[src/pkg/qpc_params.svh]
// Register offsets, field positions and reset values of the position counter
`ifndef QPC_PARAMS_SVH
`define QPC_PARAMS_SVH
`define CTRL_OFFSET 12'h000
`define COUNT_OFFSET 12'h004
`define STATUS_OFFSET 12'h008
`define CTRL_PREC_LSB 0
`define CTRL_PREC_MSB 1
`define CTRL_RESET_EACH 2
`define CTRL_INVERT_RESET 3
`define CTRL_ENABLE 4
`define CTRL_RESET_VALUE 32'h0000_0014
`define COUNT_CLEAR_VALUE 32'h0000_0000
`endif

[src/pkg/qpc_pkg.sv]
// Types of the quadrature position counter
package qpc_pkg;
  typedef enum logic [1:0] {
    PREC_SINGLE = 2'h0,
    PREC_DOUBLE = 2'h1,
    PREC_QUAD = 2'h2
  } precision_t;
  typedef struct packed {
    logic enable;
    logic invert_reset;
    logic reset_each;
    precision_t precision;
  } ctrl_t;
  typedef struct packed {
    logic sig;
    logic dir;
    logic rst;
  } enc_pins_t;
endpackage : qpc_pkg

[src/core/quadrature_position_counter.sv]
// Quadrature position counter with APB register access
//
// Implementation choices: the register offsets and the APB slave port.
`timescale 1ns/1ps
`default_nettype none
`include "qpc_params.svh"
module quadrature_position_counter
  import qpc_pkg::*;
#(
  parameter int COUNT_W = 32
) (
  input wire logic pclk,
  input wire logic presetn,
  input wire logic psel,
  input wire logic penable,
  input wire logic pwrite,
  input wire logic [11:0] paddr,
  input wire logic [31:0] pwdata,
  output logic [31:0] prdata,
  output logic pready,
  output logic pslverr,
  input wire logic enc_sig,
  input wire logic enc_dir,
  input wire logic enc_rst
);

  // Two-stage synchronisers for the three encoder pins
  enc_pins_t sync1, sync2, prev;
  enc_pins_t next_sync1, next_sync2, next_prev;
  always_comb begin
    next_sync1 = '{sig: enc_sig, dir: enc_dir, rst: enc_rst};
    next_sync2 = sync1;
    next_prev = sync2;
  end
  always_ff @(posedge pclk or negedge presetn) begin
    if (!presetn) begin
      sync1 <= '0;
      sync2 <= '0;
      prev <= '0;
    end else begin
      sync1 <= next_sync1;
      sync2 <= next_sync2;
      prev <= next_prev;
    end
  end

  // Register state
  ctrl_t ctrl, next_ctrl;
  logic [COUNT_W-1:0] count, next_count;
  logic [31:0] prdata_q, next_prdata;
  logic [15:0] pulse_cnt, next_pulse_cnt;

  wire logic access = psel && penable;
  wire logic wr = access && pwrite;
  // Read data is captured in the setup cycle so that it comes from a flop
  wire logic rd_setup = psel && !penable && !pwrite;

  function automatic logic known_addr(input logic [11:0] a);
    known_addr = (a == `CTRL_OFFSET) || (a == `COUNT_OFFSET) ||
      (a == `STATUS_OFFSET);
  endfunction : known_addr

  // Reset input active level after optional inversion
  logic rst_active, rst_active_prev, rst_pulse;
  logic sig_rise, sig_fall, dir_edge, sig_edge;
  logic fwd, step;
  always_comb begin
    rst_active = ctrl.invert_reset ? !sync2.rst : sync2.rst;
    rst_active_prev = ctrl.invert_reset ? !prev.rst : prev.rst;
    rst_pulse = rst_active && !rst_active_prev;
    sig_rise = sync2.sig && !prev.sig;
    sig_fall = !sync2.sig && prev.sig;
    sig_edge = sig_rise || sig_fall;
    dir_edge = sync2.dir != prev.dir;
    // Four-state step direction from old and new {sig,dir} states
    fwd = sig_edge ? (sync2.sig != sync2.dir) : (sync2.sig == sync2.dir);
    case (ctrl.precision)
      PREC_SINGLE: step = sig_rise;
      PREC_DOUBLE: step = sig_edge;
      PREC_QUAD: step = sig_edge || dir_edge;
      default: step = sig_rise;
    endcase
    // Both inputs moving at once is an illegal skip, ignored
    if (sig_edge && dir_edge) begin
      step = 1'b0;
    end
  end

  always_comb begin
    next_ctrl = ctrl;
    next_count = count;
    next_pulse_cnt = pulse_cnt;
    next_prdata = prdata_q;
    if (wr && paddr == `CTRL_OFFSET) begin
      next_ctrl = ctrl_t'(pwdata[`CTRL_ENABLE:0]);
    end
    if (rst_pulse) begin
      next_pulse_cnt = pulse_cnt + 16'h0001;
    end
    if (rst_active) begin
      next_count = COUNT_W'(`COUNT_CLEAR_VALUE);
    end else if (rst_pulse && ctrl.reset_each) begin
      next_count = COUNT_W'(`COUNT_CLEAR_VALUE);
    end else if (ctrl.enable && step) begin
      next_count = fwd ? count + 1'b1 : count - 1'b1;
    end
    if (wr && paddr == `COUNT_OFFSET) begin
      next_count = pwdata[COUNT_W-1:0];
    end
    if (rd_setup) begin
      case (paddr)
        `CTRL_OFFSET: next_prdata = {27'h0, ctrl};
        `COUNT_OFFSET: next_prdata = 32'(count);
        `STATUS_OFFSET: next_prdata = {13'h0, sync2, pulse_cnt};
        default: next_prdata = 32'h0000_0000;
      endcase
    end
  end

  always_ff @(posedge pclk or negedge presetn) begin
    if (!presetn) begin
      ctrl <= ctrl_t'(5'(`CTRL_RESET_VALUE));
      count <= '0;
      pulse_cnt <= 16'h0000;
      prdata_q <= 32'h0000_0000;
    end else begin
      ctrl <= next_ctrl;
      count <= next_count;
      pulse_cnt <= next_pulse_cnt;
      prdata_q <= next_prdata;
    end
  end

  // Zero-wait reads: data captured at the setup edge stands in the access
  always_comb begin
    pready = 1'b1;
    pslverr = access && !known_addr(paddr);
    prdata = prdata_q;
  end
endmodule : quadrature_position_counter
`default_nettype wire

[config.mk]
export PLATFORM = sky130hd
export DESIGN_NAME = quadrature_position_counter
export DESIGN_NICKNAME = d
export VERILOG_FILES = /design/src/pkg/qpc_pkg.sv /design/src/core/quadrature_position_counter.sv
export VERILOG_INCLUDE_DIRS = /design/src /design/src/pkg
export SDC_FILE = /design/constraint.sdc
export NUM_CORES = 1
export LEC_CHECK = 0
export BUFFER_PORTS_ARGS = -buffer_cell sky130_fd_sc_hd__buf_4
export CORE_MARGIN = 10
export CORE_UTILIZATION = 40
export DETAILED_ROUTE_END_ITERATION = 7
export GPL_TIMING_DRIVEN = 1
export PLACE_DENSITY = 0.62
export SLEW_MARGIN = 5
export SYNTH_ARGS = -nofsm -noshare
export SYNTH_HDL_FRONTEND = slang
export SYNTH_SLANG_ARGS = --single-unit
[constraint.sdc]
create_clock -name pclk -period 3.6 [get_ports pclk]
set_input_delay 0.72 -clock pclk [delete_from_list [all_inputs] [get_ports pclk]]
set_output_delay 0.72 -clock pclk [all_outputs]
set_load 0.01 [all_outputs]
## After elaboration in Yosys (flattened, before gate mapping)

Index checks and enable logic that the tools add are counted.

| storage, ports and cells | value |
|---|---|
| output and inout bits | 34 |
| logic and storage cells | 64 |
| input bits | 52 |
| bits in registers | 94 |

| operators by class | value |
|---|---|
| add/sub/neg operators | 3 |
| reductions and logical operators | 27 |
| muxes and demuxes | 11 |
| equal/unequal tests | 7 |

Operators by type and width:

| operator | count |
|---|---|
| 32-bit 2-to-1 mux | 5 |
| 32-bit one-hot mux with 3 select lines | 1 |
| 32-bit by 1-bit adder with 32-bit output, second input constant | 1 |
| 32-bit by 1-bit subtractor with 32-bit output, second input constant | 1 |
| 16-bit by 1-bit adder with 16-bit output, second input constant | 1 |
| 1-bit logical AND | 13 |
| 12-bit by 3-bit equality test with 1-bit output, second input constant | 1 |
| 12-bit by 4-bit equality test with 1-bit output, second input constant | 1 |
| 12-bit zero test | 1 |
| 1-bit zero test | 8 |
| 1-bit logical OR | 4 |
| 1-bit 2-to-1 mux | 4 |
| 4-bit nonzero test | 1 |
| 2-bit by 1-bit equality test with 1-bit output, second input constant | 1 |
| 2-bit equality test, second input constant | 1 |
| 1-bit != test | 2 |
| 1-bit one-hot mux with 2 select lines | 1 |
| 1-bit equality test | 1 |

## Longest topological paths before layout

Gate-level depths: netlist of the first run.

| depth | value |
|---|---|
| depth after elaboration | 11 |
| mapped depth | 13 |
| gate-level depth less buffers | 11 |

## Least setup slack after synthesis of the first run

Ideal clock, no wire load.

| path | value |
|---|---|
| kind | flip-flop to flip-flop |
| start | register sync2 (netlist bit next_prev[2]) |
| end | register count[30] |
| path buffers | 2 |
| data required time | 3474 ps |
| setup slack | 321 ps |
| setup time | 126 ps |
| cell stages (with the launch flop) | 13 |
| period minus slack after synthesis | 3279 ps |
| arrival time | 3153 ps |
| cell sequence | dfrtp_1 ha_1 xor3_1 clkbuf_1 clkbuf_1 xnor2_1 ha_1 nor2_1 nand4b_1 or3_1 o22ai_1 a31oi_1 o2bb2a_1 |

| on the way | value |
|---|---|
| longest elaborated chain between the ends | 9 |
| elaborated cells between the ends (all ways) | 18 |
| classes of those cells | eq/ne (2); mux (8); reduce/logical (8) |

RTL lines:

| item | line | source |
|---|---|---|
| start, declared | quadrature_position_counter.sv:28 | `enc_pins_t sync1, sync2, prev;` |
| start signal, assigned | quadrature_position_counter.sv:42 | `sync2 <= next_sync2;` |
| 1-bit zero test | quadrature_position_counter.sv:72 | `sig_fall = !sync2.sig && prev.sig;` |
| 1-bit logical AND | quadrature_position_counter.sv:72 |  |
| 1-bit logical OR | quadrature_position_counter.sv:73 | `sig_edge = sig_rise \|\| sig_fall;` |
| 1-bit 2-to-1 mux | quadrature_position_counter.sv:76 | `fwd = sig_edge ? (sync2.sig != sync2.dir) : (sync2.sig == sync2.dir);` |
| 32-bit 2-to-1 mux | quadrature_position_counter.sv:105 | `next_count = fwd ? count + 1'b1 : count - 1'b1;` |
| 32-bit 2-to-1 mux | quadrature_position_counter.sv:104 | `end else if (ctrl.enable && step) begin` |
| 32-bit 2-to-1 mux | quadrature_position_counter.sv:102 | `end else if (rst_pulse && ctrl.reset_each) begin` |
| 32-bit 2-to-1 mux | quadrature_position_counter.sv:100 | `if (rst_active) begin` |
| 32-bit 2-to-1 mux | quadrature_position_counter.sv:107 | `` if (wr && paddr == `COUNT_OFFSET) begin `` |
| end signal, assigned | quadrature_position_counter.sv:128 | `count <= next_count;` |
| end, declared | quadrature_position_counter.sv:49 | `logic [COUNT_W-1:0] count, next_count;` |

Several ways; a longest one is shown, not always the timed one. The select of a mux whose other input is x is not followed.
A chain may end at the register's enable or synchronous reset.

## Final worst setup path of the first run

| path | value |
|---|---|
| start | register sync2 (netlist bit next_prev[2]) |
| end | register count[24] |

Same word-level chain as after synthesis.

==> reports/metrics.cfg, run 1 <==
[status]
status = finished clean

[cts]
h-tree-depth = 3
clkSlewWorstSetupHoldPaths_ns = 0.07
tritoncts.num_buffers = 9
cts_resized = 0
cts_setup_buffers = 0
clock_latency_ns = 0.35
cts_root_buf = clkbuf_16
ctsHoldBuffers = 0
ctsLongestPathBuffers = 2
cts_num_sinks = 94
cts_tree = built

[synthesis]
ys.flop_type = dfrtp_1
yosysSeqAreaShare_pct = 41.34
syn_inst = 666
syn-num-nets = 723
async_flop_share_pct = 100.0
syn_avg_cell_area_um2 = 8.554
synth_edf_count = 0
ys_seq_elements = 94
yosysWarnings = 0
syn-cell-area_um2 = 5697
ys_types = 72

[worst_setup_path]
crit_chain = ha_1, xor3_1, xnor2_1, ha_1, nor2_1, nand4b_1, or3_1, o41ai_1, a31oi_1, a2bb2oi_1
r2r_cells = 10
cp_num_buf_inv = 0
path_max_fanout = 7
worstPathArrival_ns = 3.33
cpLargestDelayFamily = simple AND/OR/NAND/NOR gates
cp.required_ns = 3.84
rrSetupSlack_ns = 0.51
crit_type = reg2reg
cp_slowest_cell = or3_1
crit_path_end_kind = register
crit_top_cell = ha_1
rr_endpoint = count[24]
cp-start-kind = register
critPathMaxStageDelay_ns = 0.50
rr_startpoint = next_prev[2]

[placed_design]
io_buffers = 84
post_dp_cell_area_um2 = 6461
place_ws_ns = 0.5523
place.gp.congestion = 0.9384
hpwl_um = 14070

[sta]
setup_ws_ns = 0.5055
fin_crit_sh_pct = 85.96
rsz0062_at_grt = false
worst_pin_slew_ns = 1.226
skew_ns = 0.008930
hold_ws_ns = 0.3491
slew_viol_final = 0
fin_crit_ns = 3.095
slew_headroom_pct = 17.41
finalHoldViolations = 0
fmax_ghz = 0.3232
setup_tns_ns = 0
setup-violations-final = 0

[worst_hold_path]
min_to = next_prev[1]
min_path_cells = 0
hold_class = reg2reg
worstHoldStart = next_sync2[1]

[route]
detail_route.iter0.violations = 577
post-route-drc-count = 0
drtAntennaViolNets = 0
num_vias = 5523
via_per_inst = 6.049
wl_per_cell_um = 21.00
dr.pass1.iters = 5
wirelength_um = 19170

[cells_and_area]
antenna_cells = 0
final_area_um2 = 6759
drive_gt1_share_pct = 18.96
area_growth_pct = 18.65
nNetsFinal = 785

[power]
pwr_density_cell_nw_per_um2 = 423.8
cellLeakagePower_uw = 0.003030
ir_drop_v = 0.0002074

[die]
die_x_um = 139.3
num_rows = 43
start_util_pct = 40.88
die_y_um = 139.3
core_area_um2 = 13930
dieArea_um2 = 19420
ioPinCount = 86

[global_route]
grt_pass1_vias = 5377
grt_pass1_wl_um = 30390
grt_max_degree = 67
track_usage_pct = 19.18
grt-ovfl-total = 0
antenna_found_initial = 0

[job]
drv_cap = 0

-- cells by family (layout without fill, tap and decap cells) --
| kind of cell | after synthesis | count (layout) | synth area share, % |
|---|---|---|---|
| AOI/OAI and AO/OA | 167 | 167 | 19.00 |
| xor gates and xnor gates | 25 | 25 | 4.349 |
| adders and majority gates | 5 | 5 | 1.098 |
| buffers and inverters | 67 | 134 | 5.205 |
| DFF | 94 | 94 | 41.34 |
| muxes | 14 | 14 | 2.548 |
| other | 1 | 1 | 0.06583 |
| and+or+nand+nor | 293 | 293 | 26.40 |
-- routing by layer --
| layer | track usage (%) | vias up | share of wire (%) |
|---|---|---|---|
| li1 | - | 2565 | - |
| met1 | 27.19 | 2728 | 47 |
| met2 | 29.44 | 208 | 46 |
| met3 | 2.756 | 22 | 6.1 |
| met4 | 5.546 | 0 | 1.4 |
| met5 | 0 | - | 0 |
-- cell type report --
class                   count  area (um2)
well taps                 180       225.2
clock inverters             6       68.82
flip-flops and latches     94        2355
clock buffers              10       229.0
inverters                  14       52.55
multi-input cells         505        3048
repair buffers            104       780.7
fillers                  1364        7176
-- Yosys cell counts (4+ instances only) --
master | number | area, um2
nand2_1 | 100 | 375.4
nor3_1 | 33 | 165.2
a21o_1 | 4 | 30.03
a31oi_1 | 11 | 68.82
nor4_1 | 16 | 100.1
nand3_1 | 36 | 180.2
or3_1 | 6 | 37.54
clkbuf_1 | 42 | 157.7
inv_1 | 14 | 52.55
mux2i_1 | 10 | 100.1
and3_1 | 17 | 106.4
nand4_1 | 18 | 112.6
a21oi_1 | 39 | 195.2
and2_1 | 5 | 31.28
or2_2 | 4 | 25.02
mux2_2 | 4 | 45.04
xnor2_1 | 13 | 113.9
o21a_1 | 4 | 30.03
dfrtp_1 | 92 | 2302
o21ai_0 | 49 | 245.2
nor2_1 | 26 | 97.59
a22oi_1 | 15 | 112.6
a221o_1 | 4 | 40.04
o2bb2a_1 | 7 | 70.07
buf_6 | 5 | 56.30
o22a_1 | 4 | 35.03
or4_1 | 4 | 30.03
xor2_1 | 10 | 87.58
ha_1 | 5 | 62.56
-- per-stage QoR --
stage | total power, uW | util [%] | std cells
final | 2864 | 48.50 | 913
after global routing | 2989 | 48.50 | 913
after CTS | 2866 | 48.50 | 913
after detailed placement | 1876 | 46.37 | 897
after global placement | 1866 | 46.37 | 897
after floorplan | 1635 | - | 666
-- sequential cells by signal, summed over array words and instances, names as in the netlist --
name        flops
ctrl            5
pulse_cnt      16
count          32
prev            3
next_sync2      3
prdata         32
next_prev       3
-- cell usage in the layout, fill, tap and decap left out, drive strengths merged, types with 5 or more instances in the layout --
| cell | n |
|---|---|
| a21oi | 39 |
| a22oi | 15 |
| a31oi | 11 |
| and2 | 7 |
| and3 | 17 |
| buf | 104 |
| clkbuf | 10 |
| dfrtp | 92 |
| ha | 5 |
| inv | 17 |
| mux2i | 10 |
| nand2 | 100 |
| nand3 | 36 |
| nand4 | 18 |
| nor2 | 26 |
| nor3 | 33 |
| nor4 | 17 |
| o21ai | 51 |
| o2bb2a | 7 |
| or3 | 6 |
| or4 | 6 |
| xnor2 | 13 |
| xor2 | 10 |
-- worst max-delay path by stage --
stage,startpoint,endpoint,slack (ns),depth (start not counted)
after global routing,next_prev[2],count[24],0.29,10
after detailed placement,next_prev[2],count[24],0.55,10
after global placement,next_prev[2],count[30],0.71,10
after CTS,next_prev[2],count[24],0.53,10
after floorplan,next_prev[2],count[30],0.32,12
final,next_prev[2],count[24],0.51,10
-- worst register-to-register path: cells and delay by family (launching register included) --
| family | cells | cell delay, ns |
|---|---|---|
| AOI/OAI and AO/OA | 3 | 0.70 |
| xor gates and xnor gates | 2 | 0.42 |
| adders and majority gates | 2 | 0.65 |
| DFF | 1 | 0.42 |
| and+or+nand+nor | 3 | 0.80 |
-- where the power goes --
part / leakage, uW / internal, uW / switching, uW
clock: 0.000149 / 547 / 448
sequential: 0.00126 / 1120 / 130
combinational: 0.00162 / 265 / 355
Note: power is estimated with default switching activity, not from simulation.
==> inputs of run 2 (changes only) <==
CORE_ASPECT_RATIO = 1.2   (was unset)
==> run 2 against run 1 <==
Clock-buffer cell count up 1. Worst setup slack better by 0.072 ns. Final area up 0.57%. Hold slack better by 0.0016 ns. Via count down 0.87%. Clock skew up 0.00055 ns. Global-route usage up 0.34 points. Wire length down 0.83%. Sequential share of layout area down 0.20 points. First-iteration DRC count down 21%. Sequential cell count unchanged. Critical endpoint is now count[28]. Highest routed layer unchanged.
==> reports/metrics.cfg, run 2 (same netlist as run 1, synthesis figures left out) <==
[cts]
tritoncts.num_buffers = 9  ; unchanged
cts_resized = 0  ; unchanged
clock_latency_ns = 0.36  ; was 0.35 ns
cts_root_buf = clkbuf_16  ; unchanged
cts_num_sinks = 94  ; unchanged
h-tree-depth = 3  ; unchanged
ctsLongestPathBuffers = 2  ; unchanged
cts_setup_buffers = 0  ; unchanged
ctsHoldBuffers = 0  ; unchanged
clkSlewWorstSetupHoldPaths_ns = 0.07  ; about the same
cts_tree = built  ; unchanged

[route]
num_vias = 5475  ; was 5523
wl_per_cell_um = 20.98  ; was 21.00 um
post-route-drc-count = 0  ; unchanged
drtAntennaViolNets = 0  ; unchanged
wirelength_um = 19010  ; was 19170 um
via_per_inst = 6.043  ; was 6.049
dr.pass1.iters = 5  ; unchanged
detail_route.iter0.violations = 456  ; was 577

[global_route]
grt_max_degree = 95  ; was 67
grt_pass1_wl_um = 29790  ; was 30390 um
grt_pass1_vias = 5519  ; was 5377
antenna_found_initial = 0  ; unchanged
track_usage_pct = 19.53  ; was 19.18%
grt-ovfl-total = 0  ; unchanged

[cells_and_area]
utilization_pct = 48.98  ; was 48.50%
multi_input_area_um2 = 3048  ; unchanged
final_area_um2 = 6798  ; was 6759 um2
area_growth_pct = 19.33  ; was 18.65%
drive_gt1_share_pct = 19.18  ; was 18.96%
fillers = 1329  ; was 1364
final_cell_mix = buf_4 (104), nand2_1 (100), dfrtp_1 (92), o21ai_0 (49), a21oi_1 (39)  ; unchanged
nNetsFinal = 787  ; was 785
seqCellArea_um2 = 2355  ; unchanged
finalNonFillerCells = 906  ; was 913
layout_commonest_cell = buf_4  ; unchanged
antenna_cells = 0  ; unchanged

[sta]
hold_ws_ns = 0.3507  ; was 0.3491 ns
skew_ns = 0.009479  ; was 0.008930 ns
fin_crit_sh_pct = 83.96  ; was 85.96%
rsz0062_at_grt = false  ; unchanged
worst_pin_slew_ns = 0.7894  ; was 1.226 ns
fin_crit_ns = 3.022  ; was 3.095 ns
fmax_ghz = 0.3309  ; was 0.3232 GHz
setup-violations-final = 0  ; unchanged
slew_headroom_pct = 47.37  ; was 17.41%
slew_viol_final = 0  ; unchanged
finalHoldViolations = 0  ; unchanged
setup_tns_ns = 0  ; unchanged

[placed_design]
post_dp_cell_area_um2 = 6490  ; was 6461 um2
place.gp.congestion = 0.9879  ; was 0.9384
hpwl_um = 14100  ; was 14070 um
dp.cells = 890  ; was 897
io_buffers = 84  ; unchanged

[power]
ir_drop_v = 0.0001997  ; was 0.0002074 V
pwr_density_cell_nw_per_um2 = 425.6  ; was 423.8 nW/um2
cellLeakagePower_uw = 0.003046  ; was 0.003030 uW

[die]
die_x_um = 128.9  ; was 139.3 um
num_rows = 47  ; was 43
die_y_um = 150.7  ; was 139.3 um
core_area_um2 = 13880  ; was 13930 um2
start_util_pct = 41.05  ; was 40.88%
ioPinCount = 86  ; unchanged
dieArea_um2 = 19440  ; was 19420 um2

[worst_setup_path]
crit_type = reg2reg  ; unchanged
cp-start-kind = register  ; unchanged
cp.required_ns = 3.85  ; was 3.84 ns
worstPathArrival_ns = 3.27  ; was 3.33 ns
path_max_fanout = 7  ; unchanged
crit_path_end_kind = register  ; unchanged

[job]
drv_cap = 0  ; unchanged

[status]
status = finished clean  ; unchanged

[worst_hold_path]
hold_class = reg2reg  ; unchanged

==> run 2: layout make-up <==
type	count	share of cell area (%)
clock buffers	11	3.571
inverters	14	0.7731
flip-flops and latches	94	34.64
repair buffers	106	12.07
clock inverters	5	0.9571
multi-input cells	505	44.84
well taps	171	3.147
==> run 2: report_power, final <==
part / internal [uW] / switching (uW)
sequential: 1120 / 129
combinational: 274 / 360
clock: 566 / 445
==> run 2: worst max-delay path, stage by stage (launching register included) <==
cell and delay, ns:
dfrtp_1 0.43, ha_1 0.38, xor3_1 0.29, xnor2_1 0.15, ha_1 0.26, nor2_1 0.14
nand4b_1 0.14, or3_1 0.45, o31ai_1 0.40, a31oi_1 0.14, a2bb2oi_1 0.14
==> run 2: path summary, 6_finish.rpt <==
kind / start / end / slack, ns / cells past startpoint
setup / recovery: next_prev[2] / count[28] / 0.58 / 10
hold / removal: next_sync2[2] / next_prev[2] / 0.35 / 0
setup reg to reg: next_prev[2] / count[28] / 0.58 / 10
hold reg to reg: next_sync2[2] / next_prev[2] / 0.35 / 0
max in group asynchronous: presetn / prdata[17] / 2.78 / 2
min in group asynchronous: presetn / prdata[25] / 0.40 / 2
==> run 2: routing by layer <==
metal	global-route usage, %	share of wire [%]
met1	23.55	41
met2	33.68	50
met3	3.166	6.1
met4	8.257	2.8
met5	0	0
==> run 2: per-stage QoR <==
step	total power [uW]	setup WS, ns
after floorplan	1635	0.3210
after global placement	1887	0.6788
after detailed placement	1890	0.6041
after CTS	2904	0.5882
after global routing	3012	0.3881
final	2893	0.5776
==> inputs of run 3 (changes only) <==
ABC_AREA = 1   (was unset)
clock period = 2.95 ns   (was 3.6 ns; I/O delays follow)
==> run 3 against run 2 <==
Critical path depth rose by 2. Synthesized cell count rose by 33%. Clock-buffer cell count fell by 1. Area after synthesis rose by 9.4%. Hold slack got worse by 0.078 ns. Register-to-register slack got worse by 0.37 ns. Final cell count rose by 29%. Sequential share of layout area fell by 3.1 points. Via count rose by 12%. Clock skew fell by 0.0035 ns.
==> reports/metrics.cfg, run 3 <==
[synthesis]
yosysTopAreaCell = dfrtp_1  ; unchanged
syn_inst = 889  ; was 666
yosysSeqAreaShare_pct = 37.77  ; was 41.34%
async_flop_share_pct = 100.0  ; unchanged
ys_types = 38  ; was 72
ys_seq_elements = 94  ; unchanged
synth_top_area_share_pct = 36.93  ; was 40.41%
synth_area_leaders = dfrtp_1 (37%), nand2_1 (15%), inv_1 (6.2%)  ; was dfrtp_1 (40%), nand2_1 (6.6%), o21ai_0 (4.3%)
syn-num-nets = 946  ; was 723
ys_top_cells_by_count = nand2_1 (254), inv_1 (103), dfrtp_1 (92), a21oi_1 (71), nor2_1 (69)  ; was nand2_1 (100), dfrtp_1 (92), o21ai_0 (49), clkbuf_1 (42), a21oi_1 (39)
syn_avg_cell_area_um2 = 7.013  ; was 8.554 um2
yosysWarnings = 0  ; unchanged
synth_edf_count = 0  ; unchanged
syn-cell-area_um2 = 6235  ; was 5697 um2
ys.flop_type = dfrtp_1  ; unchanged
yosysMostFrequentCell = nand2_1  ; unchanged

[power]
cellLeakagePower_uw = 0.003740  ; was 0.003046 uW
pwr_density_cell_nw_per_um2 = 572.6  ; was 425.6 nW/um2
ir_drop_v = 0.0003077  ; was 0.0001997 V

[sta]
worst_pin_slew_ns = 0.8320  ; was 0.7894 ns
fmax_ghz = 0.3643  ; was 0.3309 GHz
fin_crit_ns = 2.745  ; was 3.022 ns
fin_crit_sh_pct = 93.06  ; was 83.96%
setup_ws_ns = 0.2048  ; was 0.5776 ns
setup_tns_ns = 0  ; unchanged
finalHoldViolations = 0  ; unchanged
setup-violations-final = 0  ; unchanged
skew_ns = 0.005930  ; was 0.009479 ns
slew_viol_final = 0  ; unchanged
rsz0062_at_grt = false  ; unchanged
slew_headroom_pct = 43.81  ; was 47.37%

[cts]
h-tree-depth = 3  ; unchanged
clkSlewWorstSetupHoldPaths_ns = 0.07  ; about the same
tritoncts.num_buffers = 9  ; unchanged
clock_latency_ns = 0.36  ; about the same
ctsHoldBuffers = 0  ; unchanged
cts_tree = built  ; unchanged
cts_root_buf = clkbuf_16  ; unchanged
cts_num_sinks = 94  ; unchanged
cts_setup_buffers = 0  ; unchanged
ctsLongestPathBuffers = 2  ; unchanged

[placed_design]
place_ws_ns = -0.1714  ; was 0.6041 ns
hpwl_um = 14410  ; was 14100 um
place.gp.congestion = 0.9127  ; was 0.9879
post_dp_cell_area_um2 = 7064  ; was 6490 um2
io_buffers = 84  ; unchanged
dp.cells = 1156  ; was 890

[cells_and_area]
finalNonFillerCells = 1172  ; was 906
utilization_pct = 49.29  ; was 48.98%
antenna_cells = 0  ; unchanged
nNetsFinal = 1020  ; was 787
drive_gt1_share_pct = 16.22  ; was 19.18%
layout_commonest_cell = nand2_1  ; was buf_4
area_growth_pct = 19.73  ; was 19.33%
final_cell_mix = nand2_1 (253), inv_1 (102), buf_4 (93), dfrtp_1 (92), a21oi_1 (71)  ; was buf_4 (104), nand2_1 (100), dfrtp_1 (92), o21ai_0 (49), a21oi_1 (39)
final_area_um2 = 7465  ; was 6798 um2

[route]
via_per_inst = 5.220  ; was 6.043
wl_per_cell_um = 16.45  ; was 20.98 um
dr.pass1.iters = 7  ; was 5
wirelength_um = 19280  ; was 19010 um
num_vias = 6118  ; was 5475
drtAntennaViolNets = 0  ; unchanged
detail_route.iter0.violations = 429  ; was 456
post-route-drc-count = 0  ; unchanged

[global_route]
grt_pass1_wl_um = 31400  ; was 29790 um
grt_max_degree = 95  ; unchanged
grt_pass1_vias = 6054  ; was 5519
antenna_found_initial = 0  ; unchanged
grt-ovfl-total = 0  ; unchanged
track_usage_pct = 18.60  ; was 19.53%

[die]
ioPinCount = 86  ; unchanged
dieArea_um2 = 21000  ; was 19440 um2
die_y_um = 156.8  ; was 150.7 um
die_x_um = 134.0  ; was 128.9 um
core_area_um2 = 15140  ; was 13880 um2
start_util_pct = 41.17  ; was 41.05%
num_rows = 49  ; was 47

[worst_setup_path]
crit_type = reg2reg  ; unchanged
crit_path_end_kind = register  ; unchanged
worstPathArrival_ns = 3.04  ; was 3.27 ns
cp.required_ns = 3.24  ; was 3.85 ns
path_max_fanout = 50  ; was 7
cp-start-kind = register  ; unchanged

[worst_hold_path]
hold_class = in2async  ; was reg2reg

[job]
drv_cap = 0  ; unchanged

[status]
status = finished clean  ; unchanged

==> run 3: cell count changes in the layout (fill, tap and decap cells not counted), moves of 21 or more <==
cell     previous run  this run
nand3_1            36        63
nand2_1           100       253
inv_1              14       102
a21oi_1            39        71
nand2_2             0        21
nor3_1             33         8
nor2_1             26        67
==> run 3: area by class of cell <==
type                            count  area (um2)
Clock buffer                       10       239.0
Tap cell                          204       255.2
Multi-Input combinational cell    656        3356
Clock inverter                      6       117.6
Timing Repair Buffer               95       738.2
Inverter                          107       404.1
Sequential cell                    94        2355
Fill cell                        1553        7679
==> run 3: final timing paths <==
check                               from            end  slack, ns  depth (start not counted)
setup / recovery            next_prev[2]      count[22]       0.20                         12
hold / removal                   presetn     prdata[27]       0.27                          2
setup reg to reg            next_prev[2]      count[22]       0.20                         12
hold reg to reg            next_sync2[1]   next_prev[1]       0.35                          0
max in group asynchronous        presetn        ctrl[4]       2.27                          2
min in group pclk                enc_rst  next_sync2[0]       0.33                          1
==> run 3: cells by family (layout without fill, tap and decap cells) <==
logic type / Yosys count / after routing / synth area share, %
compound gates: 185 / 185 / 18.32
mux: 2 / 2 / 0.3612
simple gates: 442 / 442 / 30.22
fa+ha+maj: 5 / 5 / 1.003
flops: 94 / 94 / 37.77
other cells: 1 / 1 / 0.06015
xor+xnor: 21 / 21 / 2.950
buf+inv: 139 / 218 / 9.311
==> run 3: through the flow <==
stage / hold slack [ns] / power, uW
finish: 0.2730 / 4274
global route: 0.3156 / 4551
CTS: 0.3007 / 4269
detailed placement: 0.3385 / 2861
global placement: 0.3334 / 2853
floorplan: 0.2944 / 2477
==> run 3: what timing repair did <==
item,4_1_cts,5_1_grt
pin swaps,0,0
hold endpoints to repair,0,0
gates resized for setup,1,9
setup endpoints to repair,17,24
==> run 3: power breakdown <==
| group | switching [uW] | total [uW] | internal, uW |
|---|---|---|---|
| Combinational | 867 | 1300 | 432 |
| Clock | 544 | 1400 | 859 |
| Sequential | 161 | 1570 | 1410 |
==> run 3: per-layer routing <==
layer  global-route usage [%]  vias up  wire [um]
met3                    3.235       18        768
met1                    22.82     2879       8392
met4                    5.345        0        269
met5                        0        -          0
li1                         -     3096          -
met2                    32.66      125       9853
==> run 3: worst max-delay path, stage by stage, from the launching register on <==
cell and delay [ns]:
dfrtp_1 0.42, ha_1 0.34, nand3_1 0.25, nand2_8 0.23, nand2_1 0.12, nand2_1 0.11
nor2_1 0.21, nand2_1 0.11, o21ai_0 0.41, inv_1 0.11, nand3_1 0.10, nand3_1 0.08
a21oi_1 0.16
